`config.mk`:
```
export PLATFORM = sky130hd
export DESIGN_NAME = program_erase_resume
export DESIGN_NICKNAME = d
export VERILOG_FILES = /design/src/pkg/resume_pkg.sv /design/src/logic/spi_byte_rx.sv /design/src/logic/program_erase_resume.sv
export SDC_FILE = /design/constraint.sdc
export NUM_CORES = 1
export LEC_CHECK = 0
export BUFFER_PORTS_ARGS = -buffer_cell sky130_fd_sc_hd__buf_2
export CORE_ASPECT_RATIO = 0.8
export CORE_MARGIN = 2
export CORE_UTILIZATION = 60
export DETAILED_ROUTE_END_ITERATION = 10
export PLACE_DENSITY = 0.79
export SLEW_MARGIN = 20
export SYNTH_ARGS = -nofsm -noshare
export SYNTH_HDL_FRONTEND = slang
export SYNTH_SLANG_ARGS = --single-unit
```
`constraint.sdc`:
```
create_clock -name clk -period 6.1 [get_ports clk]
set_input_delay 0.305 -clock clk [delete_from_list [all_inputs] [get_ports clk]]
set_output_delay 0.305 -clock clk [all_outputs]
set_load 0.02 [all_outputs]
```
`src/pkg/resume_pkg.sv`:
```
// constants for the program/erase resume sequencer
// Function
// - opcode d0 requests resume of suspended operation
// - no address; later bytes ignored until deselect
// - restart only after deselect, within resume time
// - clear matching suspend flag on resume
// - busy shown while resumed operation runs
// - program resumes before erase when both suspended
// - suspend requests ignored while resume in progress
// - reset accepted while suspended
package resume_pkg;
    localparam logic [7:0]  OP_RESUME     = 8'hd0;
    localparam logic [7:0]  OP_SUSPEND    = 8'hb0;
    localparam int          CLK_HZ        = 40_000_000;
    localparam int          RESUME_TIME_NS = 1000;
    // longest time rounds down, at least one cycle
    localparam int          RESUME_CYCLES_RAW = (RESUME_TIME_NS * (CLK_HZ / 1_000_000)) / 1000;
    localparam int          RESUME_CYCLES = (RESUME_CYCLES_RAW < 1) ? 1 : RESUME_CYCLES_RAW;
    localparam int          BYTE_BITS     = 8;
    localparam int          OP_BUSY_CYCLES = 64;
endpackage : resume_pkg

```
`src/logic/spi_byte_rx.sv`:
```
// spi mode 0/3 byte receiver sampled on clk
`timescale 1ns/1ps
`default_nettype none
module spi_byte_rx (
    // clock and reset
    input  wire logic       clk,
    input  wire logic       reset_n,
    // serial pins, already synchronous
    input  wire logic       cs_n,
    input  wire logic       sck,
    input  wire logic       mosi,
    // byte out
    output logic            byte_valid,
    output logic [7:0]      byte_data,
    output logic            first_byte
);
    logic       sck_r,   sck_nxt;
    logic [2:0] cnt_r,   cnt_nxt;
    logic [7:0] sh_r,    sh_nxt;
    logic       v_r,     v_nxt;
    logic [7:0] d_r,     d_nxt;
    logic       first_r, first_nxt;
    logic       seen_r,  seen_nxt;

    always_comb begin
        sck_nxt   = sck;
        cnt_nxt   = cnt_r;
        sh_nxt    = sh_r;
        v_nxt     = 1'b0;
        d_nxt     = d_r;
        first_nxt = first_r;
        seen_nxt  = seen_r;
        if (cs_n) begin
            cnt_nxt  = 3'h0;
            seen_nxt = 1'b0;
        end else if (sck && !sck_r) begin
            sh_nxt  = {sh_r[6:0], mosi};
            cnt_nxt = cnt_r + 3'h1;
            if (cnt_r == 3'h7) begin
                v_nxt     = 1'b1;
                d_nxt     = {sh_r[6:0], mosi};
                first_nxt = !seen_r;
                seen_nxt  = 1'b1;
            end
        end
    end

    always_ff @(posedge clk or negedge reset_n) begin
        if (!reset_n) begin
            sck_r   <= 1'b0;
            cnt_r   <= 3'h0;
            sh_r    <= 8'h00;
            v_r     <= 1'b0;
            d_r     <= 8'h00;
            first_r <= 1'b0;
            seen_r  <= 1'b0;
        end else begin
            sck_r   <= sck_nxt;
            cnt_r   <= cnt_nxt;
            sh_r    <= sh_nxt;
            v_r     <= v_nxt;
            d_r     <= d_nxt;
            first_r <= first_nxt;
            seen_r  <= seen_nxt;
        end
    end

    assign byte_valid = v_r;
    assign byte_data  = d_r;
    assign first_byte = first_r;
endmodule : spi_byte_rx
`default_nettype wire

```
`src/logic/program_erase_resume.sv`:
```
// resume sequencer: decodes resume/suspend, restarts suspended work
`timescale 1ns/1ps
`default_nettype none
module program_erase_resume #(
    parameter int RESUME_CYCLES = resume_pkg::RESUME_CYCLES,
    parameter int BUSY_CYCLES   = resume_pkg::OP_BUSY_CYCLES
) (
    // clock and reset
    input  wire logic clk,
    input  wire logic reset_n,
    // spi pins
    input  wire logic cs_n,
    input  wire logic sck,
    input  wire logic mosi,
    // software reset command, one-cycle pulse
    input  wire logic soft_reset,
    // suspend state loaded by the suspend logic, one-cycle pulse
    input  wire logic set_buf1_susp,
    input  wire logic set_buf2_susp,
    input  wire logic set_erase_susp,
    // status
    output logic      buffer1_program_suspended_flag,
    output logic      buffer2_program_suspended_flag,
    output logic      erase_suspended_flag,
    output logic      ready,
    output logic      resuming,
    output logic      suspend_ignored
);
    typedef enum logic [3:0] {
        ST_IDLE  = 4'b0001,
        ST_ARMED = 4'b0010,
        ST_RES   = 4'b0100,
        ST_RUN   = 4'b1000
    } state_e;

    logic       bv;
    logic [7:0] bd;
    logic       bfirst;

    spi_byte_rx u_rx (
        .clk        (clk),
        .reset_n    (reset_n),
        .cs_n       (cs_n),
        .sck        (sck),
        .mosi       (mosi),
        .byte_valid (bv),
        .byte_data  (bd),
        .first_byte (bfirst)
    );

    state_e      st_r,   st_nxt;
    logic        b1_r,   b1_nxt;
    logic        b2_r,   b2_nxt;
    logic        es_r,   es_nxt;
    logic        rdy_r,  rdy_nxt;
    logic        ign_r,  ign_nxt;
    logic        cs_d_r;
    logic [15:0] cnt_r,  cnt_nxt;
    logic        is_prog_r, is_prog_nxt;
    // pin comes from a flop, not from the state decode
    logic        resuming_r, resuming_nxt;

    wire any_susp = b1_r | b2_r | es_r;
    wire deselect = cs_n && !cs_d_r;
    wire op_res   = bv && bfirst && bd == resume_pkg::OP_RESUME;
    wire op_susp  = bv && bfirst && bd == resume_pkg::OP_SUSPEND;

    always_comb begin
        st_nxt      = st_r;
        b1_nxt      = b1_r | set_buf1_susp;
        b2_nxt      = b2_r | set_buf2_susp;
        es_nxt      = es_r | set_erase_susp;
        rdy_nxt     = rdy_r;
        ign_nxt     = 1'b0;
        cnt_nxt     = cnt_r;
        is_prog_nxt = is_prog_r;
        if (set_buf1_susp || set_buf2_susp || set_erase_susp) begin
            rdy_nxt = 1'b1;
            st_nxt  = ST_IDLE;
        end
        unique case (st_r)
            ST_IDLE: begin
                // trailing bytes are never decoded, only the opcode
                if (op_res && any_susp) begin
                    st_nxt = ST_ARMED;
                end
            end
            ST_ARMED: begin
                if (deselect) begin
                    st_nxt  = ST_RES;
                    cnt_nxt = 16'(RESUME_CYCLES);
                    rdy_nxt = 1'b0;
                    if (b1_r || b2_r) begin
                        is_prog_nxt = 1'b1;
                        // a new suspend in the same cycle wins over the clear
                        if (b1_r) b1_nxt = set_buf1_susp;
                        else b2_nxt = set_buf2_susp;
                    end else begin
                        is_prog_nxt = 1'b0;
                        es_nxt      = set_erase_susp;
                    end
                end
            end
            ST_RES: begin
                // nothing but a reset cuts the resume window short
                st_nxt  = ST_RES;
                rdy_nxt = 1'b0;
                if (op_susp) ign_nxt = 1'b1;
                if (cnt_r <= 16'h0001) begin
                    st_nxt  = ST_RUN;
                    cnt_nxt = 16'(BUSY_CYCLES);
                end else begin
                    cnt_nxt = cnt_r - 16'h0001;
                end
            end
            ST_RUN: begin
                if (cnt_r <= 16'h0001) begin
                    st_nxt  = ST_IDLE;
                    rdy_nxt = 1'b1;
                end else begin
                    cnt_nxt = cnt_r - 16'h0001;
                end
            end
            default: st_nxt = ST_IDLE;
        endcase
        if (soft_reset) begin
            st_nxt  = ST_IDLE;
            b1_nxt  = 1'b0;
            b2_nxt  = 1'b0;
            es_nxt  = 1'b0;
            rdy_nxt = 1'b1;
        end
        resuming_nxt = (st_nxt == ST_RES);
    end

    always_ff @(posedge clk or negedge reset_n) begin
        if (!reset_n) begin
            st_r      <= ST_IDLE;
            b1_r      <= 1'b0;
            b2_r      <= 1'b0;
            es_r      <= 1'b0;
            rdy_r     <= 1'b1;
            ign_r     <= 1'b0;
            cs_d_r    <= 1'b1;
            cnt_r     <= 16'h0000;
            is_prog_r <= 1'b0;
            resuming_r <= 1'b0;
        end else begin
            st_r      <= st_nxt;
            b1_r      <= b1_nxt;
            b2_r      <= b2_nxt;
            es_r      <= es_nxt;
            rdy_r     <= rdy_nxt;
            ign_r     <= ign_nxt;
            cs_d_r    <= cs_n;
            cnt_r     <= cnt_nxt;
            is_prog_r <= is_prog_nxt;
            resuming_r <= resuming_nxt;
        end
    end

    assign buffer1_program_suspended_flag = b1_r;
    assign buffer2_program_suspended_flag = b2_r;
    assign erase_suspended_flag           = es_r;
    assign ready                          = rdy_r;
    assign resuming                       = resuming_r;
    assign suspend_ignored                = ign_r;

    property p_restart_on_deselect;
        @(posedge clk) disable iff (!reset_n)
        (st_r == ST_ARMED && deselect && !soft_reset) |=> st_r == ST_RES && !rdy_r;
    endproperty
    a_restart_on_deselect: assert property (p_restart_on_deselect) else $error("no restart at deselect");

    property p_prog_first;
        @(posedge clk) disable iff (!reset_n)
        (st_r == ST_ARMED && deselect && es_r && b1_r && !soft_reset && !set_buf1_susp) |=> es_r && !b1_r;
    endproperty
    a_prog_first: assert property (p_prog_first) else $error("erase resumed before program");

    property p_noop;
        @(posedge clk) disable iff (!reset_n)
        (st_r == ST_IDLE && op_res && !any_susp) |=> st_r == ST_IDLE;
    endproperty
    a_noop: assert property (p_noop) else $error("resume without suspend acted");

    property p_busy;
        @(posedge clk) disable iff (!reset_n)
        (st_r == ST_RES || st_r == ST_RUN) |-> !rdy_r;
    endproperty
    a_busy: assert property (p_busy) else $error("ready while resumed op runs");

    property p_ignore;
        @(posedge clk) disable iff (!reset_n)
        (st_r == ST_RES && op_susp) |=> suspend_ignored;
    endproperty
    a_ignore: assert property (p_ignore) else $error("suspend not ignored");

    property p_soft_reset;
        @(posedge clk) disable iff (!reset_n)
        soft_reset |=> !any_susp && rdy_r && st_r == ST_IDLE;
    endproperty
    a_soft_reset: assert property (p_soft_reset) else $error("soft reset not taken");

    property p_flag_clear;
        @(posedge clk) disable iff (!reset_n)
        (st_r == ST_ARMED && deselect && !es_r && b2_r && !b1_r && !soft_reset && !set_buf2_susp) |=> !b2_r;
    endproperty
    a_flag_clear: assert property (p_flag_clear) else $error("suspend flag not cleared");

    property p_res_len;
        @(posedge clk) disable iff (!reset_n)
        $rose(resuming) |-> ##[1:300] !resuming;
    endproperty
    a_res_len: assert property (p_res_len) else $error("resume took too long");

    property p_erase_waits;
        @(posedge clk) disable iff (!reset_n)
        (st_r == ST_RES && is_prog_r && es_r && !soft_reset) |=> es_r;
    endproperty
    a_erase_waits: assert property (p_erase_waits) else $error("erase resumed with program");

    property p_ign_only;
        @(posedge clk) disable iff (!reset_n)
        !(st_r == ST_RES && op_susp) |=> !suspend_ignored;
    endproperty
    a_ign_only: assert property (p_ign_only) else $error("ignore pulse outside resume");
endmodule : program_erase_resume
`default_nettype wire

```
==> impl_metrics.ini, run 1 <==
[outcome]
status = completed

[setup_path]
timing.reg2reg.setup_slack_ns = 3.58
most_prevalent_standard_cell_on_the_critical_path = or4_4
max_stage_delay_ns = 0.63
worst-path-max-fanout = 11
r2r-start = cnt_r[8]
criticalPathCategory = reg -> reg
timing.critical_path.required_ns = 6.27
crit_path_end_kind = flip-flop
worstSetupStartpoint = cnt_r[8]
cp_data_arrival_time_ns = 2.70
timing.critical_path.cells = or4_4 -> or4_4 -> o21ai_4 -> and2_1 -> nor2_1
critical_path.startpoint_type = flip-flop
r2r.worst_path.cells = 5
critical_path.slowest_cell = or4_4

[die]
placeableCoreArea_sq_um = 3850
die_area_sq_um = 4600
die_x_microns = 75.4
initial_utilization = 0.634
boundaryPins = 15
placementRows = 20
die_y_microns = 61.1

[pwr]
vdd.ir_drop.worst_v = 0.000167
power_per_cell_area_nw_per_um2 = 227
power.leakage_nw = 1.13

[yosys]
synth.lib_cells_used.distinct = 50
synthCells = 229
yosys_warnings = 0
post_synth_main_area_contributors = dfrtp_1 47%, mux2_2 4.1%, a21oi_1 3.5%, dfstp_2 3.2%, nor2_1 2.8%
synth-main-ff-cell = dfrtp_1
synth_most_common_cell = dfrtp_1
muxShareOfSynthArea = 0.0896
synth_enable_flop_cells = 0
postSynthRegisterBits = 49
synth_top_area_frac = 0.471
synth-compound-area-share = 0.144
synth.cell_area_sq_um = 2440
post-synth-top-area-cell = dfrtp_1
synth_top_family_by_area = simple AND/OR/NAND/NOR gates
post_synth_and_or_nand_nor_area_fraction = 0.196
seq_area_frac_synth = 0.503
synth_top_cells_by_count = 46 x dfrtp_1, 18 x nor2_1, 17 x a21oi_1
async_reset_ff_frac = 1.00
yosys.area_share.xor_xnor = 0.0143
synth_adder_area_share = 0.0205
synthesis.nets = 242
avgSynthCellArea_sq_um = 10.7

[drt]
post_detailed_route_count_of_antenna_violating_nets = 0
drt_first_iter_violations = 140
vias = 1751
viasPerCell = 5.92
postRouteWirelength_mm = 4.63
drtPass1Iterations = 4
routed_wire_length_per_instance_microns = 15.6
dr.max_layer_used = met4
wl_met1_mm = 2.43
route.detailed.drc = 0
dr_wl_met2_mm = 1.95
wl_met3_microns = 174

[timing]
finalHoldWorstSlack_ns = 0.0789
grt_setup_unrepaired = false
final_period_minus_worst_setup_slack_ns = 2.52
tns_ns = 0
achievable-frequency_mhz = 396
final_cycle_utilization_of_the_critical_path = 0.414
drv_slew = 0
worst_slew_pin_slew_ns = 0.759
max-slew-margin-rel = 0.493
report.final.setup_viol = 0
report.final.hold_viol_count = 0
fin_worst_skew_ns = 0.00786

[global_route]
global_route_overflow = 0
first_pass_grt_wire_length_mm = 7.87
number_of_global_route_vias_before_repair = 1593
antenna_found_initial = 0
grt_usage = 0.228
grt_start_max_net_pins = 50

[placement]
hpwl_after_detailed_placement_mm = 3.30
gp_routability_congestion = 0.829
numPortBuffers = 14

[clocking]
clock_network_latency_to_the_later_pin_of_the_worst_skew_pair_ns = 0.30
ctsResizeCount = 0
cts.root.buffer_cell = clkbuf_8
tritoncts_clock_tree = done
cts.sink_count = 49
cts.reportedPaths.clkPinSlew_ns = 0.09
htree_num_levels = 2
clk_path_buf_depth = 2
postCtsSetupRepairBufs = 0
post_cts_hold_buffer_count = 0
cts_inserted_buffers = 5

[min_path]
holdCritPathClass = in -> async

[layout]
final_net_count = 253
post_route_cells_drive_above_1_share = 0.187
antennaDiodeCount = 0
num-fill-cells = 317
flow.area_growth_from_synthesis_pct = 7.42

[job]
maxCapViolCount = 0
[layout by cell type (no fill, tap or decap), types with 3 or more instances in the layout]
cell type / count
mux2_2: 9
or2_1: 4
dfstp_2: 3
and2_1: 3
clkinvlp_4: 3
ha_1: 4
nand2_1: 12
nand3_1: 3
dfrtp_1: 46
o21ai_1: 6
o31ai_1: 6
nor3_1: 8
nor2_1: 18
inv_1: 6
o21ai_0: 4
a21oi_1: 17
clkbuf_8: 5
or4_1: 6
buf_2: 14
or3_1: 7
mux2i_1: 5
nor4b_1: 3
nor3b_1: 3
nand2b_1: 4
nand3b_1: 3
mux2_1: 6
[stage by stage]
| step | total power [W] | instance area, sq um | util | setup WS, ns | std cells |
|---|---|---|---|---|---|
| floorplan | 0.000391 | 2440 | - | 3.85 | 229 |
| global placement | 0.000409 | 2530 | 0.657 | 3.68 | 288 |
| detailed placement | 0.000413 | 2530 | 0.657 | 3.61 | 288 |
| CTS | 0.000601 | 2630 | 0.681 | 3.59 | 296 |
| global route | 0.000624 | 2630 | 0.681 | 3.51 | 296 |
| finish | 0.000597 | 2630 | 0.681 | 3.58 | 296 |
[final timing paths]
path                                   end
setup / recovery                  cnt_r[8]
hold / removal                u_rx.sh_r[4]
setup reg to reg                  cnt_r[8]
hold reg to reg            u_rx.first_byte
max in group asynchronous    u_rx.cnt_r[1]
min in group clk                u_rx.sck_r
[kinds of logic after synthesis]
kind of cell / Yosys count
buffers and inverters: 17
xor gates and xnor gates: 4
muxes: 20
AOI/OAI and AO/OA: 50
and+or+nand+nor: 85
DFF: 49
adders and majority gates: 4
[critical path, delay by kind of cell (launching register included)]
family	cells	cell delay (ns)
AO/OA/AOI/OAI	1	0.21
AND/OR/NAND/NOR	4	1.74
flip-flops	1	0.45
[per-layer routing]
layer	up-vias	track usage
met2	38	0.312
met4	0	0.0526
met1	849	0.366
met3	11	0.0540
met5	-	0
li1	853	-
[flip-flops by register name, summed over array words and instances, names as in the netlist, 3 cells and up]
| signal | cells |
|---|---|
| st_r | 4 |
| u_rx.cnt_r | 3 |
| u_rx.sh_r | 7 |
| cnt_r | 16 |
| u_rx.byte_data | 8 |
[layout make-up]
class	count	area, sq um	area share
clock buffer	5	68.8	0.0262
clock inverter	3	22.5	0.00858
inverter	6	22.5	0.00858
multi-input combinational	163	1130	0.432
sequential	49	1230	0.469
tap	55	68.8	0.0262
timing repair buffer	15	77.6	0.0296
[power by group]
group          switching [W]  internal, W   total, W
sequential         0.0000171     0.000347   0.000364
clock               0.000110    0.0000805   0.000191
combinational      0.0000200    0.0000215  0.0000414
(Power assumes the default switching activity.)
==> run 2, diff against run 1 <==
Settings changed: CORE_UTILIZATION 60 to 54, PLACE_DENSITY 0.79 to 0.75.
Clock period 6.1 ns to 2.3 ns, I/O delays scaled along.
==> run 2 against run 1 <==
  * Wire length is 7.3% higher
  * Cell area increased by 8.4%
  * Via count rose by 5.8%
  * Register-to-register slack got worse by 3.5 ns
  * Total power rose to 2.9 times the previous value
  * Critical path type unchanged
  * Largest power group unchanged
==> impl_metrics.ini, run 2 (same netlist as run 1, synthesis figures left out) <==
[outcome]
status = completed

[layout]
area.sequential_sq_um = 1230
most_frequent_standard_cell_in_the_layout_excluding_fill_and_tap_cells = dfrtp_1
num-fill-cells = 352
flow.area_growth_from_synthesis_pct = 16.5
largest_reg_flops = 16
final_cell_count_no_fill = 320
post_route_cells_drive_above_1_share = 0.255
final_net_count = 275
layout.cells.most_common_list = 45 x dfrtp_1, 20 x buf_4, 18 x nor2_1, 17 x a21oi_1, 14 x buf_2
max_flop_register = cnt_r
footprint_of_the_multi_input_gates_sq_um = 1140
fin_util = 0.669
stdcell_area_sq_um = 2850
antennaDiodeCount = 0

[timing]
final_cycle_utilization_of_the_critical_path = 0.965
max-slew-margin-rel = 0.555
final_period_minus_worst_setup_slack_ns = 2.22
worst_slew_pin_slew_ns = 0.667
drv_slew = 0
report.final.hold_viol_count = 0
achievable-frequency_mhz = 450
fin_worst_skew_ns = 0.00599
tns_ns = 0
final.setup.worst_slack_ns = 0.0795
grt_setup_unrepaired = false
report.final.setup_viol = 0

[die]
die_x_microns = 79.2
boundaryPins = 15
placeableCoreArea_sq_um = 4260
die_area_sq_um = 5080
placementRows = 21
initial_utilization = 0.574
die_y_microns = 64.2

[global_route]
number_of_global_route_vias_before_repair = 1781
antenna_found_initial = 0
grt_usage = 0.215
grt_start_max_net_pins = 31
first_pass_grt_wire_length_mm = 8.48
global_route_overflow = 0

[pwr]
vdd.ir_drop.worst_v = 0.000401
power.leakage_nw = 1.26
power_per_cell_area_nw_per_um2 = 605

[clocking]
tritoncts_clock_tree = done
cts.root.buffer_cell = clkbuf_8
postCtsSetupRepairBufs = 0
clk_path_buf_depth = 2
cts.sink_count = 49
cts_inserted_buffers = 5
clock_network_latency_to_the_later_pin_of_the_worst_skew_pair_ns = 0.30
htree_num_levels = 2
cts.reportedPaths.clkPinSlew_ns = 0.09

[drt]
drt_first_iter_violations = 162
drtPass1Iterations = 4
postRouteWirelength_mm = 4.97
post_detailed_route_count_of_antenna_violating_nets = 0
routed_wire_length_per_instance_microns = 15.5
viasPerCell = 5.79
vias = 1852
route.detailed.drc = 0

[placement]
numPortBuffers = 14
place_ws_ns = 0.0445
gp_routability_congestion = 0.860
dp_cells = 310
hpwl_after_detailed_placement_mm = 3.59
placement.cell_area_sq_um = 2700

[setup_path]
timing.critical_path.required_ns = 2.55
cp_data_arrival_time_ns = 2.47
criticalPathCategory = reg -> reg
critical_path.startpoint_type = flip-flop
worst-path-max-fanout = 5
crit_path_end_kind = flip-flop

[min_path]
holdCritPathClass = in -> reg

[job]
maxCapViolCount = 0
## run 2: cell types whose count changed in the layout (fill, tap and decap cells not counted), sizes merged
cell	change
clkbuf	+2
clkinvlp	-3
buf	+20
dlygate4sd3	+2
bufinv	+1
## run 2: metal layers
metal  up-vias  GRT usage  share of wire
met5         -          0              0
met3         4     0.0438          0.042
met4         0     0.0560         0.0060
met2        28      0.307           0.43
li1        900          -              -
met1       920      0.334           0.52
## run 2: per-stage QoR
step | total power, W | hold WS (ns)
finish | 0.00172 | 0.0220
global route | 0.00179 | 0.0294
CTS | 0.00173 | 0.0128
detailed placement | 0.00110 | 0.187
global placement | 0.00109 | 0.177
floorplan | 0.00104 | -0.181
## run 2: final cells by class
cell class,instances,area share
Clock buffer,7,0.0303
Clock inverter,1,0.0105
Inverter,6,0.00791
Multi-Input combinational cell,163,0.402
Sequential cell,49,0.433
Tap cell,57,0.0251
Timing Repair Buffer,37,0.0914
## run 2: worst paths after layout
kind                                   from  cells past startpoint                    to  slack, ns
worst max-delay path               cnt_r[8]                      5               st_r[0]       0.08
worst min-delay path             soft_reset                      2  erase_suspended_flag       0.02
worst max register to register     cnt_r[8]                      5               st_r[0]       0.08
worst min register to register  u_rx.seen_r                      1       u_rx.first_byte       0.45
max in group asynchronous           reset_n                      3                 ready       1.24
min in group asynchronous           reset_n                      2          u_rx.sh_r[5]       0.38
## run 2: repair_timing
| action | CTS | global route |
|---|---|---|
| hold buffers | 2 | 0 |
| endpoints found under the hold margin | 27 | 0 |
| endpoints found under the setup margin | 0 | 15 |
| resized for setup | 0 | 3 |
## run 2: worst max-delay path, cell delays in order (launching register included)
cell and delay (ns):
dfrtp_1 0.38, or4_4 0.55, nor4_1 0.42, nand3_1 0.17, a2111oi_0 0.47, a211o_1 0.16
## run 2: report_power, final
part | leakage, nW | internal [W] | switching [W] | total (W)
combinational | 0.592 | 0.0000621 | 0.0000538 | 0.000116
sequential | 0.612 | 0.000921 | 0.0000456 | 0.000967
clock | 0.0585 | 0.000355 | 0.000285 | 0.000640
total | 1.26 | 0.00134 | 0.000385 | 0.00172
==> run 3, diff against run 2 <==
Settings changed: CORE_UTILIZATION 54 to 50, PLACE_DENSITY 0.75 to 0.7.
==> run 3 against run 2 <==
  * Worst setup slack better by 0.016 ns
  * Hold slack better by 0.028 ns
  * Clock power down 20%
  * Sequential cell count unchanged
  * Total power down 7.9%
  * Sequential power down 0.4%
  * Register-to-register slack better by 0.02 ns
  * Core utilization down 5.4 points
==> impl_metrics.ini, run 3 (same netlist as run 1, synthesis figures left out) <==
[timing]
report.final.setup_viol = 0
drv_slew = 0
tns_ns = 0
achievable-frequency_mhz = 454
report.final.hold_viol_count = 0
fin_worst_skew_ns = 0.00927
grt_setup_unrepaired = false
max-slew-margin-rel = 0.488
final_cycle_utilization_of_the_critical_path = 0.958
final_period_minus_worst_setup_slack_ns = 2.20
worst_slew_pin_slew_ns = 0.769

[die]
boundaryPins = 15
initial_utilization = 0.525
die_area_sq_um = 5470
placementRows = 22
die_x_microns = 82.2
die_y_microns = 66.5
placeableCoreArea_sq_um = 4650

[outcome]
status = completed

[global_route]
global_route_overflow = 0
grt_usage = 0.208
first_pass_grt_wire_length_mm = 8.69
grt_start_max_net_pins = 36
antenna_found_initial = 0
number_of_global_route_vias_before_repair = 1772

[setup_path]
timing.reg2reg.setup_slack_ns = 0.1
critical_path.startpoint_type = flip-flop
worst-path-max-fanout = 11
timing.critical_path.required_ns = 2.48
crit_path_end_kind = flip-flop
cp_data_arrival_time_ns = 2.39
criticalPathCategory = reg -> reg

[layout]
largest_reg_flops = 16
most_frequent_standard_cell_in_the_layout_excluding_fill_and_tap_cells = dfrtp_1
final_net_count = 278
layout.cells.most_common_list = 46 x dfrtp_1, 22 x buf_4, 18 x nor2_1, 17 x a21oi_1, 14 x buf_2
max_flop_register = cnt_r
area.sequential_sq_um = 1230
post_route_cells_drive_above_1_share = 0.259
flow.area_growth_from_synthesis_pct = 16.9
antennaDiodeCount = 0
num-fill-cells = 385
footprint_of_the_multi_input_gates_sq_um = 1160
final_cell_count_no_fill = 326

[clocking]
cts_inserted_buffers = 5
postCtsSetupRepairBufs = 0
clock_network_latency_to_the_later_pin_of_the_worst_skew_pair_ns = 0.30
htree_num_levels = 2
tritoncts_clock_tree = done
cts.reportedPaths.clkPinSlew_ns = 0.09
cts.root.buffer_cell = clkbuf_8
cts.sink_count = 49
clk_path_buf_depth = 2

[drt]
wl_met3_microns = 279
postRouteWirelength_mm = 5.08
routed_wire_length_per_instance_microns = 15.6
vias = 1861
drt_first_iter_violations = 120
route.detailed.drc = 0
post_detailed_route_count_of_antenna_violating_nets = 0
drtPass1Iterations = 4
dr_wl_met2_mm = 2.10
viasPerCell = 5.71
dr.max_layer_used = met4
wl_met1_mm = 2.67

[placement]
hpwl_after_detailed_placement_mm = 3.73
numPortBuffers = 14
gp_routability_congestion = 0.862
dp_cells = 315

[pwr]
power_per_cell_area_nw_per_um2 = 555
power_w = 0.00159
power.leakage_nw = 1.26
vdd.ir_drop.worst_v = 0.000341

[min_path]
holdCritPathClass = in -> reg

[job]
maxCapViolCount = 0
run 3: repair_timing:
action | in CTS | in global routing
resized for setup | 0 | 5
hold buffers | 3 | 0
endpoints found under the hold margin | 34 | 0
endpoints found under the setup margin | 0 | 16
run 3: final timing paths:
| path | end | cells past startpoint | from |
|---|---|---|---|
| max | cnt_r[13] | 6 | cnt_r[8] |
| min | erase_suspended_flag | 3 | set_erase_susp |
| max reg2reg | cnt_r[13] | 6 | cnt_r[8] |
| min reg2reg | u_rx.first_byte | 1 | u_rx.seen_r |
| max in group asynchronous | ready | 3 | reset_n |
| min in group asynchronous | cnt_r[3] | 2 | reset_n |
run 3: routing by layer:
layer	track usage	vias up
li1	-	911
met1	0.330	902
met2	0.289	44
met3	0.0447	4
met4	0.0458	0
met5	0	-
run 3: layout make-up:
| cell class | count | share of cell area |
|---|---|---|
| Sequential cell | 49 | 0.430 |
| Multi-Input combinational cell | 163 | 0.405 |
| Timing Repair Buffer | 40 | 0.0998 |
| Tap cell | 60 | 0.0263 |
| Clock buffer | 6 | 0.0254 |
| Inverter | 6 | 0.00788 |
| Clock inverter | 2 | 0.00525 |
run 3: where the power goes:
part / internal (W) / switching, W
clock network: 0.000215 / 0.000294
registers: 0.000921 / 0.0000412
logic: 0.0000631 / 0.0000528
total: 0.00120 / 0.000388
run 3: worst max-delay path, cell delays in order, from the launching register on:
cell and delay (ns):
dfrtp_1 0.39, or4_4 0.56, or4_4 0.53, o21ai_4 0.21, and2_1 0.20, buf_12 0.14, a21oi_1 0.04
run 3: through the flow:
| stage | area, sq um | hold WS (ns) | util | setup slack (ns) |
|---|---|---|---|---|
| global route | 2860 | 0.0441 | 0.614 | 0.0317 |
| floorplan | 2440 | -0.181 | - | 0.0456 |
| global placement | 2720 | 0.241 | 0.584 | 0.0794 |
| CTS | 2840 | 0.0453 | 0.609 | 0.0181 |
| detailed placement | 2720 | 0.243 | 0.584 | 0.0382 |
| finish | 2860 | 0.0503 | 0.614 | 0.0957 |
